$ cat src/core/tasm_params.svh
// Offsets, field positions, reset values and counts of the alarm status and mask registers
`ifndef TASM_PARAMS_SVH
`define TASM_PARAMS_SVH

// Command byte addresses
`define TASM_CMD_TRIP_MASK 8'h43
`define TASM_CMD_WARN_STAT 8'h44
`define TASM_CMD_TRIP_STAT 8'h45
`define TASM_CMD_FAULT_STAT 8'h46

// Reset values
`define TASM_RST_TRIP_MASK 8'h00
`define TASM_RST_WARN_STAT 8'h00
`define TASM_RST_TRIP_STAT 8'h00
`define TASM_RST_FAULT_STAT 8'h00

// Writable and defined bits
`define TASM_TRIP_MASK_WMASK 8'h09
`define TASM_WARN_DEFINED 8'h4F
`define TASM_TRIP_DEFINED 8'h09
`define TASM_FAULT_UNUSED 8'h60

// Field positions
`define TASM_BIT_CH1 0
`define TASM_BIT_CH2 1
`define TASM_BIT_CH3 2
`define TASM_BIT_CH4 3
`define TASM_BIT_LOCAL 6
`define TASM_BIT_FAULT_CH1 1
`define TASM_BIT_FAULT_UNUSED_LO 5
`define TASM_BIT_FAULT_UNUSED_HI 6

// Trip hysteresis in degrees, one count per degree
`define TASM_TRIP_HYST 9'h004

`endif

$ cat src/core/tasm_pkg.sv
// Types shared by the alarm status and mask register logic
`default_nettype none

package tasm_pkg;

    typedef logic [7:0] tasm_byte_t;

    typedef enum logic [3:0]
    {
        TASM_SEL_MASK = 4'h1,
        TASM_SEL_WARN = 4'h2,
        TASM_SEL_TRIP = 4'h4,
        TASM_SEL_FAULT = 4'h8
    } tasm_sel_e;

endpackage

`default_nettype wire

$ cat src/core/tasm_trip_chan.sv
// Over-limit compare with hysteresis for one thermal-trip channel
`default_nettype none
`include "tasm_params.svh"

module tasm_trip_chan
(
    // Clock and reset
    input wire logic i_core_clk,
    input wire logic i_sys_rst,
    // Conversion result
    input wire logic i_conv_done,
    input wire tasm_pkg::tasm_byte_t i_temp,
    input wire tasm_pkg::tasm_byte_t i_limit,
    // Status
    output logic o_over,
    output logic o_fault
);

    logic [8:0] temp_plus_hyst;
    logic clear_ok;

    assign o_over = i_temp > i_limit;
    // Fault clears only once temp is a full hysteresis below the limit (see [RQ18])
    assign temp_plus_hyst = {1'b0, i_temp} + `TASM_TRIP_HYST;
    assign clear_ok = temp_plus_hyst <= {1'b0, i_limit};

    always_ff @(posedge i_core_clk)
    begin
        if (i_sys_rst)
            o_fault <= 1'b0;
        else if (i_conv_done && o_over)
            o_fault <= 1'b1;
        else if (i_conv_done && clear_ok)
            o_fault <= 1'b0; // see [RQ18]
    end

endmodule

`default_nettype wire

$ cat src/core/tasm_sticky8.sv
// Eight sticky flags, a set in the same cycle as a clear wins
`default_nettype none

module tasm_sticky8
(
    // Clock and reset
    input wire logic i_core_clk,
    input wire logic i_sys_rst,
    // Events
    input wire tasm_pkg::tasm_byte_t i_set,
    input wire logic i_clear,
    // Flags
    output tasm_pkg::tasm_byte_t o_flags
);

    tasm_pkg::tasm_byte_t next_flags;

    assign next_flags = (i_clear ? 8'h00 : o_flags) | i_set;

    always_ff @(posedge i_core_clk)
    begin
        if (i_sys_rst)
            o_flags <= 8'h00;
        else
            o_flags <= next_flags;
    end

endmodule

`default_nettype wire

$ cat src/core/tasm_alarm_regs.sv
// Alarm status, trip mask and sensor fault registers with warning and trip outputs
//
// Behaviour
// [RQ1] Mask bit 3 blocks channel 4 trip output
// [RQ2] Mask bit 0 blocks channel 1 trip output
// [RQ3] Warning bit 6 set on local over-limit
// [RQ4] Warning bit 3 set on channel 4 over-limit
// [RQ5] Warning bit 2 set on channel 3 over-limit
// [RQ6] Warning bit 1 set on channel 2 over-limit
// [RQ7] Warning bit 0 set on channel 1 over-limit
// [RQ8] Trip bit 3 set on channel 4 over-trip
// [RQ9] Trip bit 0 set on channel 1 over-trip
// [RQ10] Fault bits 6,5 read 0 after reset, then 1
// [RQ11] Fault bit 4 flags channel 4 sense fault
// [RQ12] Fault bit 3 flags channel 3 sense fault
// [RQ13] Fault bit 2 flags channel 2 sense fault
// [RQ14] Fault bit 1 flags channel 1 sense fault
// [RQ15] Read clears warnings; persisting faults reset next conversion
// [RQ16] Warning output cleared by read or alert response
// [RQ17] Trip status read clears flags, not trip output
// [RQ18] Trip fault ends with 4 degree hysteresis
// [RQ19] Reserved bits read zero, writes ignored
// [RQ20] Masked channels still record their status flags
`default_nettype none
`include "tasm_params.svh"

module tasm_alarm_regs
(
    // Clock and reset
    input wire logic i_core_clk,
    input wire logic i_sys_rst,
    // Register access from the serial engine
    input wire tasm_pkg::tasm_byte_t i_reg_cmd,
    input wire logic i_reg_wr,
    input wire tasm_pkg::tasm_byte_t i_reg_wdata,
    input wire logic i_reg_rd,
    input wire logic i_ara_done,
    output tasm_pkg::tasm_byte_t o_reg_rdata,
    output logic o_reg_hit,
    // Conversion results
    input wire logic i_conv_done,
    input wire tasm_pkg::tasm_byte_t i_local_temp,
    input wire tasm_pkg::tasm_byte_t i_ch1_temp,
    input wire tasm_pkg::tasm_byte_t i_ch2_temp,
    input wire tasm_pkg::tasm_byte_t i_ch3_temp,
    input wire tasm_pkg::tasm_byte_t i_ch4_temp,
    // Limits and warning masks
    input wire tasm_pkg::tasm_byte_t i_local_warn_lim,
    input wire tasm_pkg::tasm_byte_t i_ch1_warn_lim,
    input wire tasm_pkg::tasm_byte_t i_ch2_warn_lim,
    input wire tasm_pkg::tasm_byte_t i_ch3_warn_lim,
    input wire tasm_pkg::tasm_byte_t i_ch4_warn_lim,
    input wire tasm_pkg::tasm_byte_t i_ch1_trip_lim,
    input wire tasm_pkg::tasm_byte_t i_ch4_trip_lim,
    input wire tasm_pkg::tasm_byte_t i_warn_mask,
    // Sense fault detection, bit 0 is channel 1
    input wire logic [3:0] i_sense_fault,
    // Alarm outputs
    output logic o_thermal_trip_out,
    output logic o_trip_pin_oe_n,
    output logic o_warn_out,
    output logic o_warn_pin_oe_n,
    output logic o_trip_mask_ch1,
    output logic o_trip_mask_ch4
);

    function automatic logic above(input tasm_pkg::tasm_byte_t temp,
                                   input tasm_pkg::tasm_byte_t lim);
        above = temp > lim;
    endfunction

    tasm_pkg::tasm_byte_t trip_mask_config;
    tasm_pkg::tasm_byte_t warning_status;
    tasm_pkg::tasm_byte_t trip_status;
    tasm_pkg::tasm_byte_t sensor_fault_status;
    logic unused_hi;
    logic ch1_over;
    logic ch4_over;
    logic ch1_fault;
    logic ch4_fault;

    // Decode
    tasm_pkg::tasm_sel_e sel;
    logic sel_hit;
    logic wr_mask;
    logic rd_warn;
    logic rd_trip;
    logic warn_clear;
    tasm_pkg::tasm_byte_t warn_over;
    tasm_pkg::tasm_byte_t warn_set;
    tasm_pkg::tasm_byte_t trip_set;
    tasm_pkg::tasm_byte_t fault_val;
    tasm_pkg::tasm_byte_t next_rdata;
    logic warn_raise;
    logic next_warn;
    logic next_trip;
    logic ch1_trip_flag;
    logic ch4_trip_flag;

    assign sel = (i_reg_cmd == `TASM_CMD_TRIP_MASK) ? tasm_pkg::TASM_SEL_MASK :
                 (i_reg_cmd == `TASM_CMD_WARN_STAT) ? tasm_pkg::TASM_SEL_WARN :
                 (i_reg_cmd == `TASM_CMD_TRIP_STAT) ? tasm_pkg::TASM_SEL_TRIP :
                 tasm_pkg::TASM_SEL_FAULT;
    assign sel_hit = (i_reg_cmd == `TASM_CMD_TRIP_MASK) ||
                     (i_reg_cmd == `TASM_CMD_WARN_STAT) ||
                     (i_reg_cmd == `TASM_CMD_TRIP_STAT) ||
                     (i_reg_cmd == `TASM_CMD_FAULT_STAT);
    assign wr_mask = i_reg_wr && sel_hit && (sel == tasm_pkg::TASM_SEL_MASK);
    assign rd_warn = i_reg_rd && sel_hit && (sel == tasm_pkg::TASM_SEL_WARN);
    assign rd_trip = i_reg_rd && sel_hit && (sel == tasm_pkg::TASM_SEL_TRIP);

    // Over-limit compares, unmasked so that flags record regardless (see [RQ20])
    assign warn_over[`TASM_BIT_CH1] = above(i_ch1_temp, i_ch1_warn_lim); // see [RQ7]
    assign warn_over[`TASM_BIT_CH2] = above(i_ch2_temp, i_ch2_warn_lim); // see [RQ6]
    assign warn_over[`TASM_BIT_CH3] = above(i_ch3_temp, i_ch3_warn_lim); // see [RQ5]
    assign warn_over[`TASM_BIT_CH4] = above(i_ch4_temp, i_ch4_warn_lim); // see [RQ4]
    assign warn_over[`TASM_BIT_LOCAL] = above(i_local_temp, i_local_warn_lim); // see [RQ3]
    assign warn_over[5:4] = 2'h0; // see [RQ19]
    assign warn_over[7] = 1'b0; // see [RQ19]
    assign warn_set = i_conv_done ? (warn_over & `TASM_WARN_DEFINED) : 8'h00;

    // Trip flags; mask bits only gate the output
    assign trip_set = {4'h0, i_conv_done && ch4_over, 2'h0, i_conv_done && ch1_over};

    tasm_trip_chan u_trip_ch1
    (
        .i_core_clk(i_core_clk),
        .i_sys_rst(i_sys_rst),
        .i_conv_done(i_conv_done),
        .i_temp(i_ch1_temp),
        .i_limit(i_ch1_trip_lim),
        .o_over(ch1_over),
        .o_fault(ch1_fault)
    );

    tasm_trip_chan u_trip_ch4
    (
        .i_core_clk(i_core_clk),
        .i_sys_rst(i_sys_rst),
        .i_conv_done(i_conv_done),
        .i_temp(i_ch4_temp),
        .i_limit(i_ch4_trip_lim),
        .o_over(ch4_over),
        .o_fault(ch4_fault)
    );

    // Status read clears, a same-cycle conversion set wins (see [RQ15])
    assign warn_clear = rd_warn;

    tasm_sticky8 u_warn_flags
    (
        .i_core_clk(i_core_clk),
        .i_sys_rst(i_sys_rst),
        .i_set(warn_set),
        .i_clear(warn_clear),
        .o_flags(warning_status)
    );

    // Trip flags clear on read even if the fault persists (see [RQ17])
    tasm_sticky8 u_trip_flags
    (
        .i_core_clk(i_core_clk),
        .i_sys_rst(i_sys_rst),
        .i_set(trip_set),
        .i_clear(rd_trip),
        .o_flags(trip_status)
    );

    assign ch1_trip_flag = trip_status[`TASM_BIT_CH1]; // see [RQ9]
    assign ch4_trip_flag = trip_status[`TASM_BIT_CH4]; // see [RQ8]

    // Sense fault and unused bits
    assign fault_val = {1'b0, unused_hi, unused_hi, i_sense_fault[3], // see [RQ11]
                        i_sense_fault[2], // see [RQ12]
                        i_sense_fault[1], // see [RQ13]
                        i_sense_fault[0], // see [RQ14]
                        1'b0};

    // Warning output: raised by an unmasked over-limit at conversion end
    assign warn_raise = i_conv_done && ((warn_over & ~i_warn_mask & `TASM_WARN_DEFINED) != 8'h00);
    // Clear by status read or alert response; a new raise wins (see [RQ16])
    assign next_warn = warn_raise || (o_warn_out && !(rd_warn || i_ara_done));

    // Trip output follows the hysteresis state, not the read-clear flags (see [RQ17])
    assign next_trip = (ch1_fault && !trip_mask_config[`TASM_BIT_CH1]) || // see [RQ2]
                       (ch4_fault && !trip_mask_config[`TASM_BIT_CH4]); // see [RQ1]

    // Read data is captured before the clear takes effect
    assign next_rdata = !sel_hit ? 8'h00 :
                        (sel == tasm_pkg::TASM_SEL_MASK) ? trip_mask_config :
                        (sel == tasm_pkg::TASM_SEL_WARN) ? warning_status :
                        (sel == tasm_pkg::TASM_SEL_TRIP) ?
                        {4'h0, ch4_trip_flag, 2'h0, ch1_trip_flag} :
                        sensor_fault_status;

    // Trip mask register, reserved bits stay zero (see [RQ19])
    always_ff @(posedge i_core_clk)
    begin
        if (i_sys_rst)
            trip_mask_config <= `TASM_RST_TRIP_MASK;
        else if (wr_mask)
            trip_mask_config <= i_reg_wdata & `TASM_TRIP_MASK_WMASK; // see [RQ1] see [RQ2]
    end

    // Unused fault bits go high two cycles after reset release (see [RQ10])
    always_ff @(posedge i_core_clk)
    begin
        if (i_sys_rst)
        begin
            unused_hi <= 1'b0;
            sensor_fault_status <= `TASM_RST_FAULT_STAT;
        end
        else
        begin
            unused_hi <= 1'b1;
            sensor_fault_status <= fault_val;
        end
    end

    // Register read port
    always_ff @(posedge i_core_clk)
    begin
        if (i_sys_rst)
        begin
            o_reg_rdata <= 8'h00;
            o_reg_hit <= 1'b0;
        end
        else if (i_reg_rd)
        begin
            o_reg_rdata <= next_rdata;
            o_reg_hit <= sel_hit;
        end
    end

    // Alarm outputs, open-drain enables are low while driving
    always_ff @(posedge i_core_clk)
    begin
        if (i_sys_rst)
        begin
            o_warn_out <= 1'b0;
            o_warn_pin_oe_n <= 1'b1;
            o_thermal_trip_out <= 1'b0;
            o_trip_pin_oe_n <= 1'b1;
            o_trip_mask_ch1 <= 1'b0;
            o_trip_mask_ch4 <= 1'b0;
        end
        else
        begin
            o_warn_out <= next_warn;
            o_warn_pin_oe_n <= !next_warn;
            o_thermal_trip_out <= next_trip;
            o_trip_pin_oe_n <= !next_trip;
            o_trip_mask_ch1 <= (wr_mask ? i_reg_wdata[`TASM_BIT_CH1] :
                                trip_mask_config[`TASM_BIT_CH1]);
            o_trip_mask_ch4 <= (wr_mask ? i_reg_wdata[`TASM_BIT_CH4] :
                                trip_mask_config[`TASM_BIT_CH4]);
        end
    end

endmodule

`default_nettype wire

$ cat config.mk
export PLATFORM = sky130hd
export DESIGN_NAME = tasm_alarm_regs
export DESIGN_NICKNAME = d
export VERILOG_FILES = /design/src/core/tasm_pkg.sv /design/src/core/tasm_trip_chan.sv /design/src/core/tasm_sticky8.sv /design/src/core/tasm_alarm_regs.sv
export VERILOG_INCLUDE_DIRS = /design/src /design/src/core
export SDC_FILE = /design/constraint.sdc
export NUM_CORES = 1
export LEC_CHECK = 0
export BUFFER_PORTS_ARGS = -buffer_cell sky130_fd_sc_hd__buf_2
export CORE_MARGIN = 2
export CORE_UTILIZATION = 25
export CTS_CLUSTER_DIAMETER = 150
export DETAILED_ROUTE_END_ITERATION = 7
export GPL_TIMING_DRIVEN = 0
export MAX_ROUTING_LAYER = met4
export REMOVE_ABC_BUFFERS = 1
export SKIP_LAST_GASP = 1
export SYNTH_ARGS = -nofsm -noshare
export SYNTH_HDL_FRONTEND = slang
export SYNTH_SLANG_ARGS = --single-unit
$ cat constraint.sdc
create_clock -name i_core_clk -period 2.45 [get_ports i_core_clk]
set_input_delay 0.6125 -clock i_core_clk [delete_from_list [all_inputs] [get_ports i_core_clk]]
set_output_delay 0.6125 -clock i_core_clk [all_outputs]
set_load 0.05 [all_outputs]
==> results.json, run 1 <==
{
  "run_status": "complete, no violations",
  "drt_wl_total_um": 8225,
  "hold_path_class": "reg2reg",
  "multi_input_comb_area_um2": 2151,
  "timing.slew.headroom_pct": 65.99,
  "timing.critical_path.max_delay_family": "compound AO/OA/AOI/OAI gates",
  "worst_pin_slew_ns": 0.5090,
  "placeable_area_um2": 11910,
  "fraction_of_registers_with_async_set_reset_pct": 0,
  "hold_violations": 0,
  "post-cts-setup-buffer-count": 0,
  "h_tree_lvl_count": 2,
  "fin_hold_ws_ns": 0.4458,
  "clock-sinks": 31,
  "synth_edf_count": 0,
  "detailed_place_hpwl_um": 7192,
  "layout.cells.most_common_list": "sky130_fd_sc_hd__buf_2 (134), sky130_fd_sc_hd__ha_1 (70), sky130_fd_sc_hd__inv_1 (64)",
  "timing.final.setup_violations": 0,
  "globalplace.congestion": 0.8468,
  "synthDominantCellAreaShare_pct": 28.83,
  "clk_transition_reported_paths_ns": 0.05,
  "netlist_instances": 376,
  "timing_max_transition_violations_final": 0,
  "cp_num_cells": 7,
  "post-route-period-util_pct": 93.06,
  "worstPathCellList": "buf_2 -> ha_1 -> nand4_1 -> o211a_1 -> a311o_1 -> a2111oi_4 -> a311oi_1",
  "worstSetupEndpointType": "flip-flop",
  "timing_worst_setup_path_type": "in2reg",
  "crit_path_max_incr_delay_ns": 0.37,
  "switching_power_uw": 474.2,
  "final-instance-count-excl-fill": 657,
  "synthesis.yosys.warnings": 0,
  "mostFrequentLayoutCell": "sky130_fd_sc_hd__buf_2",
  "hold_path_depth": 1,
  "sw_frac_of_total_pct": 29.44,
  "crit_buf_inv": 1,
  "max_ir_drop_vdd_mv": 0.2243,
  "maxCapViolations": 0,
  "avgViaCountPerCell": 4.725,
  "grtUsageTotal_pct": 12.82,
  "die_area_um2": 13050,
  "grt_max_degree": 28,
  "r2r-start": "o_warn_out",
  "fmax_mhz": 438.6,
  "numPortBuffers": 134,
  "critical_path_origin": "i_ch4_temp[7]",
  "synth_cell_types": 44,
  "fp-row-count": 40,
  "growth_of_design_area_from_synthesis_to_finish_pct": 31.63,
  "post_route_cells_drive_above_1_share_pct": 28.63,
  "clock_latency_late_sink_ns": 0.27,
  "floorplan.initialDensity_pct": 25.50,
  "finalNetCount": 711,
  "wire_length_of_the_first_global_routing_pass_um": 13320,
  "first_global_vias": 3126,
  "cpMaxStageDelayCell": "sky130_fd_sc_hd__a311o_1",
  "timing.clock.skew_ns": 0.001527,
  "drc_errors": 0,
  "clock_buffer_depth": 2,
  "cts_tree": "done",
  "area.sequential_um2": 620.6,
  "n_fill_cell": 1287,
  "cts_inserted_buffers": 5,
  "overflow": 0,
  "drt-initial-drc-count": 93,
  "postSynthRegisterBits": 31,
  "wire_per_inst_um": 12.52,
  "final.min_clock_period_ns": 2.280,
  "antenna_cells_inserted": 0,
  "antenna_violations_before_repair": 0,
  "synth_top_cells_by_area": "sky130_fd_sc_hd__ha_1 (29%), sky130_fd_sc_hd__dfxtp_1 (20%), sky130_fd_sc_hd__inv_1 (7.9%), sky130_fd_sc_hd__a21oi_1 (6.8%), sky130_fd_sc_hd__nand4_1 (2.9%)",
  "clockPowerShare_pct": 33.8,
  "dpl_worst_slack_ns": -0.1068,
  "yosysSeqAreaShare_pct": 20.43,
  "yosys.area.top_type": "sky130_fd_sc_hd__ha_1",
  "drt_first_pass_iters": 4,
  "min_from": "unused_hi",
  "r2r_cells": 3,
  "share_comb_of_total_power_pct": 32.6,
  "postSynth.topFlopCell": "sky130_fd_sc_hd__dfxtp_1",
  "p_per_area_nw_per_um2": 402.9,
  "cp.arrival_ns": 2.41,
  "crit_required_ns": 2.58,
  "power.share.sequential_pct": 33.6,
  "numPlacedInstances": 651,
  "cts.root.buffer_cell": "sky130_fd_sc_hd__clkbuf_16",
  "drtAntennaViolNets": 0,
  "final_critical_path_setup_slack_ns": 0.1699,
  "intPower_uw": 1137,
  "startpoint_type": "input pin",
  "setup_total_negative_slack_ns": 0,
  "critical_path.max_fanout": 4,
  "leakagePower_uw": 0.002155,
  "synthesis.area_um2": 3038,
  "vias": 3104,
  "synth_area_per_cell_um2": 8.080,
  "chipWidth_um": 114.2,
  "die-height_um": 114.2,
  "setup_repair_after_global_routing_missed_its_margin": "no",
  "ios": 145
}
## registers in the layout, indices dropped and copies added, names as in the netlist
signal,cells
o_reg_hit,1
o_reg_rdata,7
o_thermal_trip_out,1
o_trip_mask_ch1,1
o_trip_mask_ch4,1
o_trip_pin_oe_n,1
o_warn_out,1
o_warn_pin_oe_n,1
sensor_fault_status,5
trip_mask_config,2
u_trip_ch1.o_fault,1
u_trip_ch4.o_fault,1
u_trip_flags.o_flags,2
u_warn_flags.o_flags,5
unused_hi,1
## power groups by stage
stage                     combinational, µW  clock [µW]  sequential [µW]
after floorplan                         295           0              569
after global placement                  510           0              550
after detailed placement                528           0              550
after CTS                               530         560              541
after global routing                    598         589              543
final                                   525         545              541
## repair_timing
action	in CTS	in global routing
endpoints found under the setup margin	0	1
resized for setup	0	1
hold buffers	0	0
## synth_stat cells, drive strengths merged (3+ instances only)
cell type	n
a21o	6
a21oi	41
a22o	3
a22oi	7
clkbuf	5
dfxtp	31
ha	70
inv	64
mux2i	6
nand2	21
nand3	11
nand4	14
nor2	15
nor2b	14
nor3	4
o211a	3
o211ai	7
o21ai	12
o21bai	4
o221ai	3
xnor2	5
xor2	3
## worst register-to-register path, stage by stage, from the launching register on
cell,delay (ns)
sky130_fd_sc_hd__dfxtp_1,0.31
sky130_fd_sc_hd__nor3b_1,0.44
sky130_fd_sc_hd__nor2_1,0.11
sky130_fd_sc_hd__a311o_1,0.33
## per-layer routing
metal  global-route usage (%)  routed length [µm]
met1                    14.58                3591
met5                        -                   0
met3                    2.118                 431
met2                    23.57                4140
met4                    2.764                  62
## per-stage QoR
stage	total power (µW)	util [%]	cell area, µm²
after global routing	1730	33.57	3999
after global placement	1061	32.46	3866
after detailed placement	1078	32.46	3866
after CTS	1631	33.54	3995
final	1611	33.57	3999
after floorplan	864.8	-	3012
## layout make-up
type	instances	share of cell area (%)
Clock buffer	6	3.223
Multi-Input combinational cell	274	53.79
Inverter	65	6.101
Tap cell	147	4.599
Sequential cell	31	15.52
Timing Repair Buffer	134	16.77
## worst paths after layout
| check | to | slack [ns] |
|---|---|---|
| worst max-delay path | o_warn_out | 0.17 |
| worst min-delay path | sensor_fault_status[5] | 0.45 |
| worst max register to register | o_warn_pin_oe_n | 1.14 |
| worst min register to register | sensor_fault_status[5] | 0.45 |
## logic make-up (layout without fill, tap and decap cells)
kind of cell	after synthesis	count (layout)	share of synthesized area, %
AOI/OAI and AO/OA	99	99	21.46
and+or+nand+nor	89	89	15.61
buffers and inverters	71	205	8.896
adders and majority gates	70	70	28.83
DFF	31	31	20.43
xor gates and xnor gates	8	8	2.307
muxes	7	7	2.348
other	1	1	0.1234
Note: power is estimated with default switching activity, not from simulation.
==> run 2, diff against run 1 <==
==> constraint.sdc (replaced) <==
create_clock -name i_core_clk -period 2.45 [get_ports i_core_clk]
set_input_delay 0.1225 -clock i_core_clk [delete_from_list [all_inputs] [get_ports i_core_clk]]
set_output_delay 0.1225 -clock i_core_clk [all_outputs]
set_load 0.05 [all_outputs]
==> run 2 against run 1 <==
Compared with the run above:
- clock power hardly changed
- critical path type unchanged
- die area did not move
- total power decreased by 0.19%
- global-route usage is the same
- register-to-register slack about the same
- largest power group unchanged
==> results.json, run 2 (synthesis gave the netlist of run 1 again) <==
{
  "clk_transition_reported_paths_ns": 0.04,
  "clock_buffer_depth": 2,
  "cts.root.buffer_cell": "sky130_fd_sc_hd__clkbuf_16",
  "worstSetupEndpointType": "flip-flop",
  "setup_repair_after_global_routing_missed_its_margin": "no",
  "registers.top_by_ff_count": "o_reg_rdata",
  "timing_worst_setup_path_type": "in2reg",
  "ios": 145,
  "fin_hold_ws_ns": 0.06680,
  "worst_pin_slew_ns": 0.5110,
  "setup_total_negative_slack_ns": 0,
  "hold_path_class": "in2reg",
  "cpMaxStageDelayCell": "sky130_fd_sc_hd__a311o_1",
  "clock_latency_late_sink_ns": 0.27,
  "numPortBuffers": 134,
  "crit_buf_inv": 1,
  "cts_inserted_buffers": 5,
  "crit_path_max_incr_delay_ns": 0.37,
  "grtUsageTotal_pct": 12.82,
  "post-cts-setup-buffer-count": 0,
  "startpoint_type": "input pin",
  "mostFrequentLayoutCell": "sky130_fd_sc_hd__buf_2",
  "timing.clock.skew_ns": 0.001316,
  "fp-row-count": 40,
  "cts_resized": 0,
  "detailed_place_hpwl_um": 7192,
  "leakagePower_uw": 0.002155,
  "cp_num_cells": 7,
  "placeable_area_um2": 11910,
  "die-height_um": 114.2,
  "largestRegisters": "o_reg_rdata x7, sensor_fault_status x5, u_warn_flags.o_flags x5",
  "timing.slew.headroom_pct": 65.86,
  "timing_max_transition_violations_final": 0,
  "first_global_vias": 3126,
  "r2r_cells": 3,
  "numPlacedInstances": 651,
  "drtAntennaViolNets": 0,
  "final.min_clock_period_ns": 1.779,
  "crit_required_ns": 2.58,
  "cp.arrival_ns": 1.91,
  "wire_per_inst_um": 12.49,
  "grt_max_degree": 28,
  "h_tree_lvl_count": 2,
  "antenna_cells_inserted": 0,
  "critical_path.max_fanout": 4,
  "wire_length_of_the_first_global_routing_pass_um": 13320,
  "cts_tree": "done",
  "fmax_mhz": 562.0,
  "timing.final.setup_violations": 0,
  "chipWidth_um": 114.2,
  "hold_path_depth": 2,
  "drt_first_pass_iters": 4,
  "hold_violations": 0,
  "fin_util_pct": 33.54,
  "run_status": "complete, no violations",
  "drt_wl_total_um": 8207,
  "worstPathCellList": "buf_2 -> ha_1 -> nand4_1 -> o211a_1 -> a311o_1 -> a2111oi_4 -> a311oi_1",
  "cts_hold_buffers": 0,
  "drc_errors": 0,
  "post_route_cells_drive_above_1_share_pct": 28.43,
  "post-route-period-util_pct": 72.63,
  "drt-initial-drc-count": 83,
  "finalNetCount": 711,
  "largest_register_ff_count": 7,
  "growth_of_design_area_from_synthesis_to_finish_pct": 31.51,
  "overflow": 0,
  "maxCapViolations": 0,
  "layout.cells.most_common_list": "sky130_fd_sc_hd__buf_2 (134), sky130_fd_sc_hd__ha_1 (70), sky130_fd_sc_hd__inv_1 (64)",
  "vias": 3097,
  "globalplace.congestion": 0.8468,
  "die_area_um2": 13050,
  "final-instance-count-excl-fill": 657,
  "timing.critical_path.max_delay_family": "compound AO/OA/AOI/OAI gates",
  "clock-sinks": 31,
  "p_per_area_nw_per_um2": 402.5,
  "avgViaCountPerCell": 4.714,
  "max_ir_drop_vdd_mv": 0.2239,
  "floorplan.initialDensity_pct": 25.50,
  "antenna_violations_before_repair": 0
}
==> run 2: power breakdown <==
group / switching, µW / leakage (µW) / total, µW / internal (µW)
clock: 183 / 0.0000628 / 545 / 362
combinational: 279 / 0.00184 / 522 / 243
sequential: 10.2 / 0.000254 / 541 / 531
==> run 2: worst reg2reg max path, cell delays in order, from the launching register on <==
cell and delay, ns:
sky130_fd_sc_hd__dfxtp_1 0.31, sky130_fd_sc_hd__nor3b_1 0.45, sky130_fd_sc_hd__nor2_1 0.11, sky130_fd_sc_hd__a311o_1 0.33
==> run 2: layer usage <==
metal,vias to the layer above,track usage (%),part of all wire (%)
met5,-,-,0
met4,0,2.764,0.66
met3,6,2.118,5.4
met2,87,23.57,50
met1,1410,14.58,44
li1,1594,-,-
==> run 2: final timing paths <==
| check | from | to | slack, ns |
|---|---|---|---|
| worst max-delay path | i_ch4_temp[7] | o_warn_out | 0.67 |
| worst min-delay path | i_sense_fault[1] | sensor_fault_status[2] | 0.07 |
| worst max register to register | o_warn_out | o_warn_pin_oe_n | 1.14 |
| worst min register to register | unused_hi | sensor_fault_status[5] | 0.45 |
==> run 2: cell type report <==
class | instances | area (µm²)
fillers | 1286 | 7916
multi-input cells | 274 | 2147
inverters | 65 | 244.0
well taps | 147 | 183.9
clock buffers | 6 | 128.9
flip-flops and latches | 31 | 620.6
repair buffers | 134 | 670.6
==> run 2: per-stage QoR <==
step / instance area, µm² / setup WS [ns] / total power (µW)
global placement: 3866 / 0.4056 / 1061
CTS: 3995 / 0.6649 / 1631
detailed placement: 3866 / 0.3832 / 1078
global route: 3995 / 0.4349 / 1728
floorplan: 3012 / 0.6690 / 864.8
finish: 3995 / 0.6706 / 1608
==> run 3, diff against run 2 <==
==> constraint.sdc (replaced) <==
create_clock -name i_core_clk -period 1.75 [get_ports i_core_clk]
set_input_delay 0.0875 -clock i_core_clk [delete_from_list [all_inputs] [get_ports i_core_clk]]
set_output_delay 0.0875 -clock i_core_clk [all_outputs]
set_load 0.05 [all_outputs]
==> run 3 against run 2 <==
Compared with the run above:
- sequential power grew 40%
- cell count grew 0.30%
- largest power group is now combinational cells
- count of clock-buffer cells in the layout is the same
- clock power grew 40%
- first-iteration DRC count shrank 1.2%
- utilization grew 1.1 points
- combinational power grew 49%
- clock skew is essentially flat
- critical path depth shrank 1
- routed wire length grew 1.5%
- critical path type unchanged
- non-clock buffer count grew 2
- final area grew 3.3%
==> results.json, run 3 (synthesis gave the netlist of run 1 again) <==
{
  "vias": 3107,
  "detailed_place_hpwl_um": 7192,
  "n_fill_cell": 1276,
  "antenna_cells_inserted": 0,
  "cts_inserted_buffers": 5,
  "final_critical_path_setup_slack_ns": 0.06007,
  "hold_violations": 0,
  "avgViaCountPerCell": 4.715,
  "clock_buffer_depth": 2,
  "placeable_area_um2": 11910,
  "maxCapViolations": 0,
  "timing.clock.skew_ns": 0.0008716,
  "clock-sinks": 31,
  "largest_register_ff_count": 7,
  "timing.slew.headroom_pct": 65.99,
  "growth_of_design_area_from_synthesis_to_finish_pct": 35.79,
  "cts.root.buffer_cell": "sky130_fd_sc_hd__clkbuf_16",
  "numPortBuffers": 134,
  "run_status": "complete, no violations",
  "floorplan.initialDensity_pct": 25.50,
  "antenna_violations_before_repair": 0,
  "first_global_vias": 3137,
  "dpl_worst_slack_ns": -0.2818,
  "fp-row-count": 40,
  "crit_required_ns": 1.89,
  "timing_worst_setup_path_type": "in2reg",
  "layout.cells.most_common_list": "sky130_fd_sc_hd__buf_2 (132), sky130_fd_sc_hd__inv_1 (63), sky130_fd_sc_hd__ha_1 (63)",
  "overflow": 0,
  "area.sequential_um2": 620.6,
  "hold_path_class": "in2reg",
  "leakagePower_uw": 0.002166,
  "mostFrequentLayoutCell": "sky130_fd_sc_hd__buf_2",
  "wire_per_inst_um": 12.64,
  "cp.arrival_ns": 1.83,
  "cts_hold_buffers": 0,
  "largestRegisters": "o_reg_rdata x7, sensor_fault_status x5, u_warn_flags.o_flags x5",
  "fmax_mhz": 591.7,
  "final.min_clock_period_ns": 1.690,
  "post-route-period-util_pct": 96.57,
  "critical_path.max_fanout": 5,
  "drt-initial-drc-count": 82,
  "worstSetupEndpointType": "flip-flop",
  "h_tree_lvl_count": 2,
  "finalNetCount": 713,
  "die_area_um2": 13050,
  "max_ir_drop_vdd_mv": 0.3140,
  "wire_length_of_the_first_global_routing_pass_um": 13340,
  "drt_wl_total_um": 8332,
  "p_per_area_nw_per_um2": 557.1,
  "clk_transition_reported_paths_ns": 0.05,
  "final-instance-count-excl-fill": 659,
  "cts_tree": "done",
  "grt_max_degree": 28,
  "registers.top_by_ff_count": "o_reg_rdata",
  "drtAntennaViolNets": 0,
  "grtUsageTotal_pct": 12.83,
  "multi_input_comb_area_um2": 2257,
  "timing.final.setup_violations": 0,
  "startpoint_type": "input pin",
  "worst_pin_slew_ns": 0.5091,
  "ios": 145,
  "post_route_cells_drive_above_1_share_pct": 31.64,
  "chipWidth_um": 114.2,
  "timing_max_transition_violations_final": 0,
  "drt_first_pass_iters": 4,
  "globalplace.congestion": 0.8468,
  "numPlacedInstances": 651,
  "setup_total_negative_slack_ns": 0,
  "drc_errors": 0,
  "die-height_um": 114.2,
  "clock_latency_late_sink_ns": 0.27
}
## run 3: changes by cell type in the layout (fill, tap and decap cells not counted), sizes merged
cell,previous run,this run
clkbuf,6,8
## run 3: stage by stage
| stage | hold WS, ns | instance area (µm²) | util (%) | total power, µW |
|---|---|---|---|---|
| after floorplan | 0.1566 | 3012 | - | 1211 |
| after global routing | 0.03663 | 4125 | 34.63 | 2467 |
| final | 0.03185 | 4125 | 34.63 | 2298 |
| after global placement | 0.2968 | 3866 | 32.46 | 1485 |
| after detailed placement | 0.3059 | 3866 | 32.46 | 1510 |
| after CTS | 0.03334 | 3999 | 33.57 | 2286 |
## run 3: worst max-delay path: stages
cell and delay (ns):
sky130_fd_sc_hd__buf_2 0.10, sky130_fd_sc_hd__or4b_4 0.54, sky130_fd_sc_hd__or3_4 0.37, sky130_fd_sc_hd__or3_1 0.46, sky130_fd_sc_hd__a22oi_1 0.22, sky130_fd_sc_hd__nor2_1 0.05
## run 3: metal layers
| metal | GRT usage (%) | wire (µm) | vias to the layer above |
|---|---|---|---|
| met3 | 2.118 | 425 | 7 |
| met1 | 14.64 | 3644 | 1410 |
| met2 | 23.33 | 4199 | 90 |
| li1 | - | - | 1600 |
| met4 | 3.171 | 62 | 0 |
| met5 | - | 0 | - |
## run 3: final timing paths
| path | cells after the start | slack, ns | endpoint | startpoint |
|---|---|---|---|---|
| worst min-delay path | 2 | 0.03 | sensor_fault_status[2] | i_sense_fault[1] |
| worst max-delay path | 6 | 0.06 | u_warn_flags.o_flags[0] | i_reg_cmd[3] |
| worst min register to register | 1 | 0.45 | sensor_fault_status[5] | unused_hi |
| worst max register to register | 3 | 0.44 | o_warn_pin_oe_n | o_warn_out |
## run 3: power by group
part / internal (µW) / switching, µW
registers: 743 / 14.3
logic: 364 / 413
clock network: 507 / 256
total: 1610 / 684
## run 3: layout make-up
cell class	count	share of cell area [%]
flip-flops and latches	31	15.04
multi-input cells	274	54.72
inverters	65	5.914
repair buffers	136	16.74
clock buffers	6	3.124
well taps	147	4.459
## run 3: timing repair
item,CTS,global route
buffers inserted,0,2
endpoints found under the setup margin,1,4
resized for setup,1,21
pin swaps,0,16
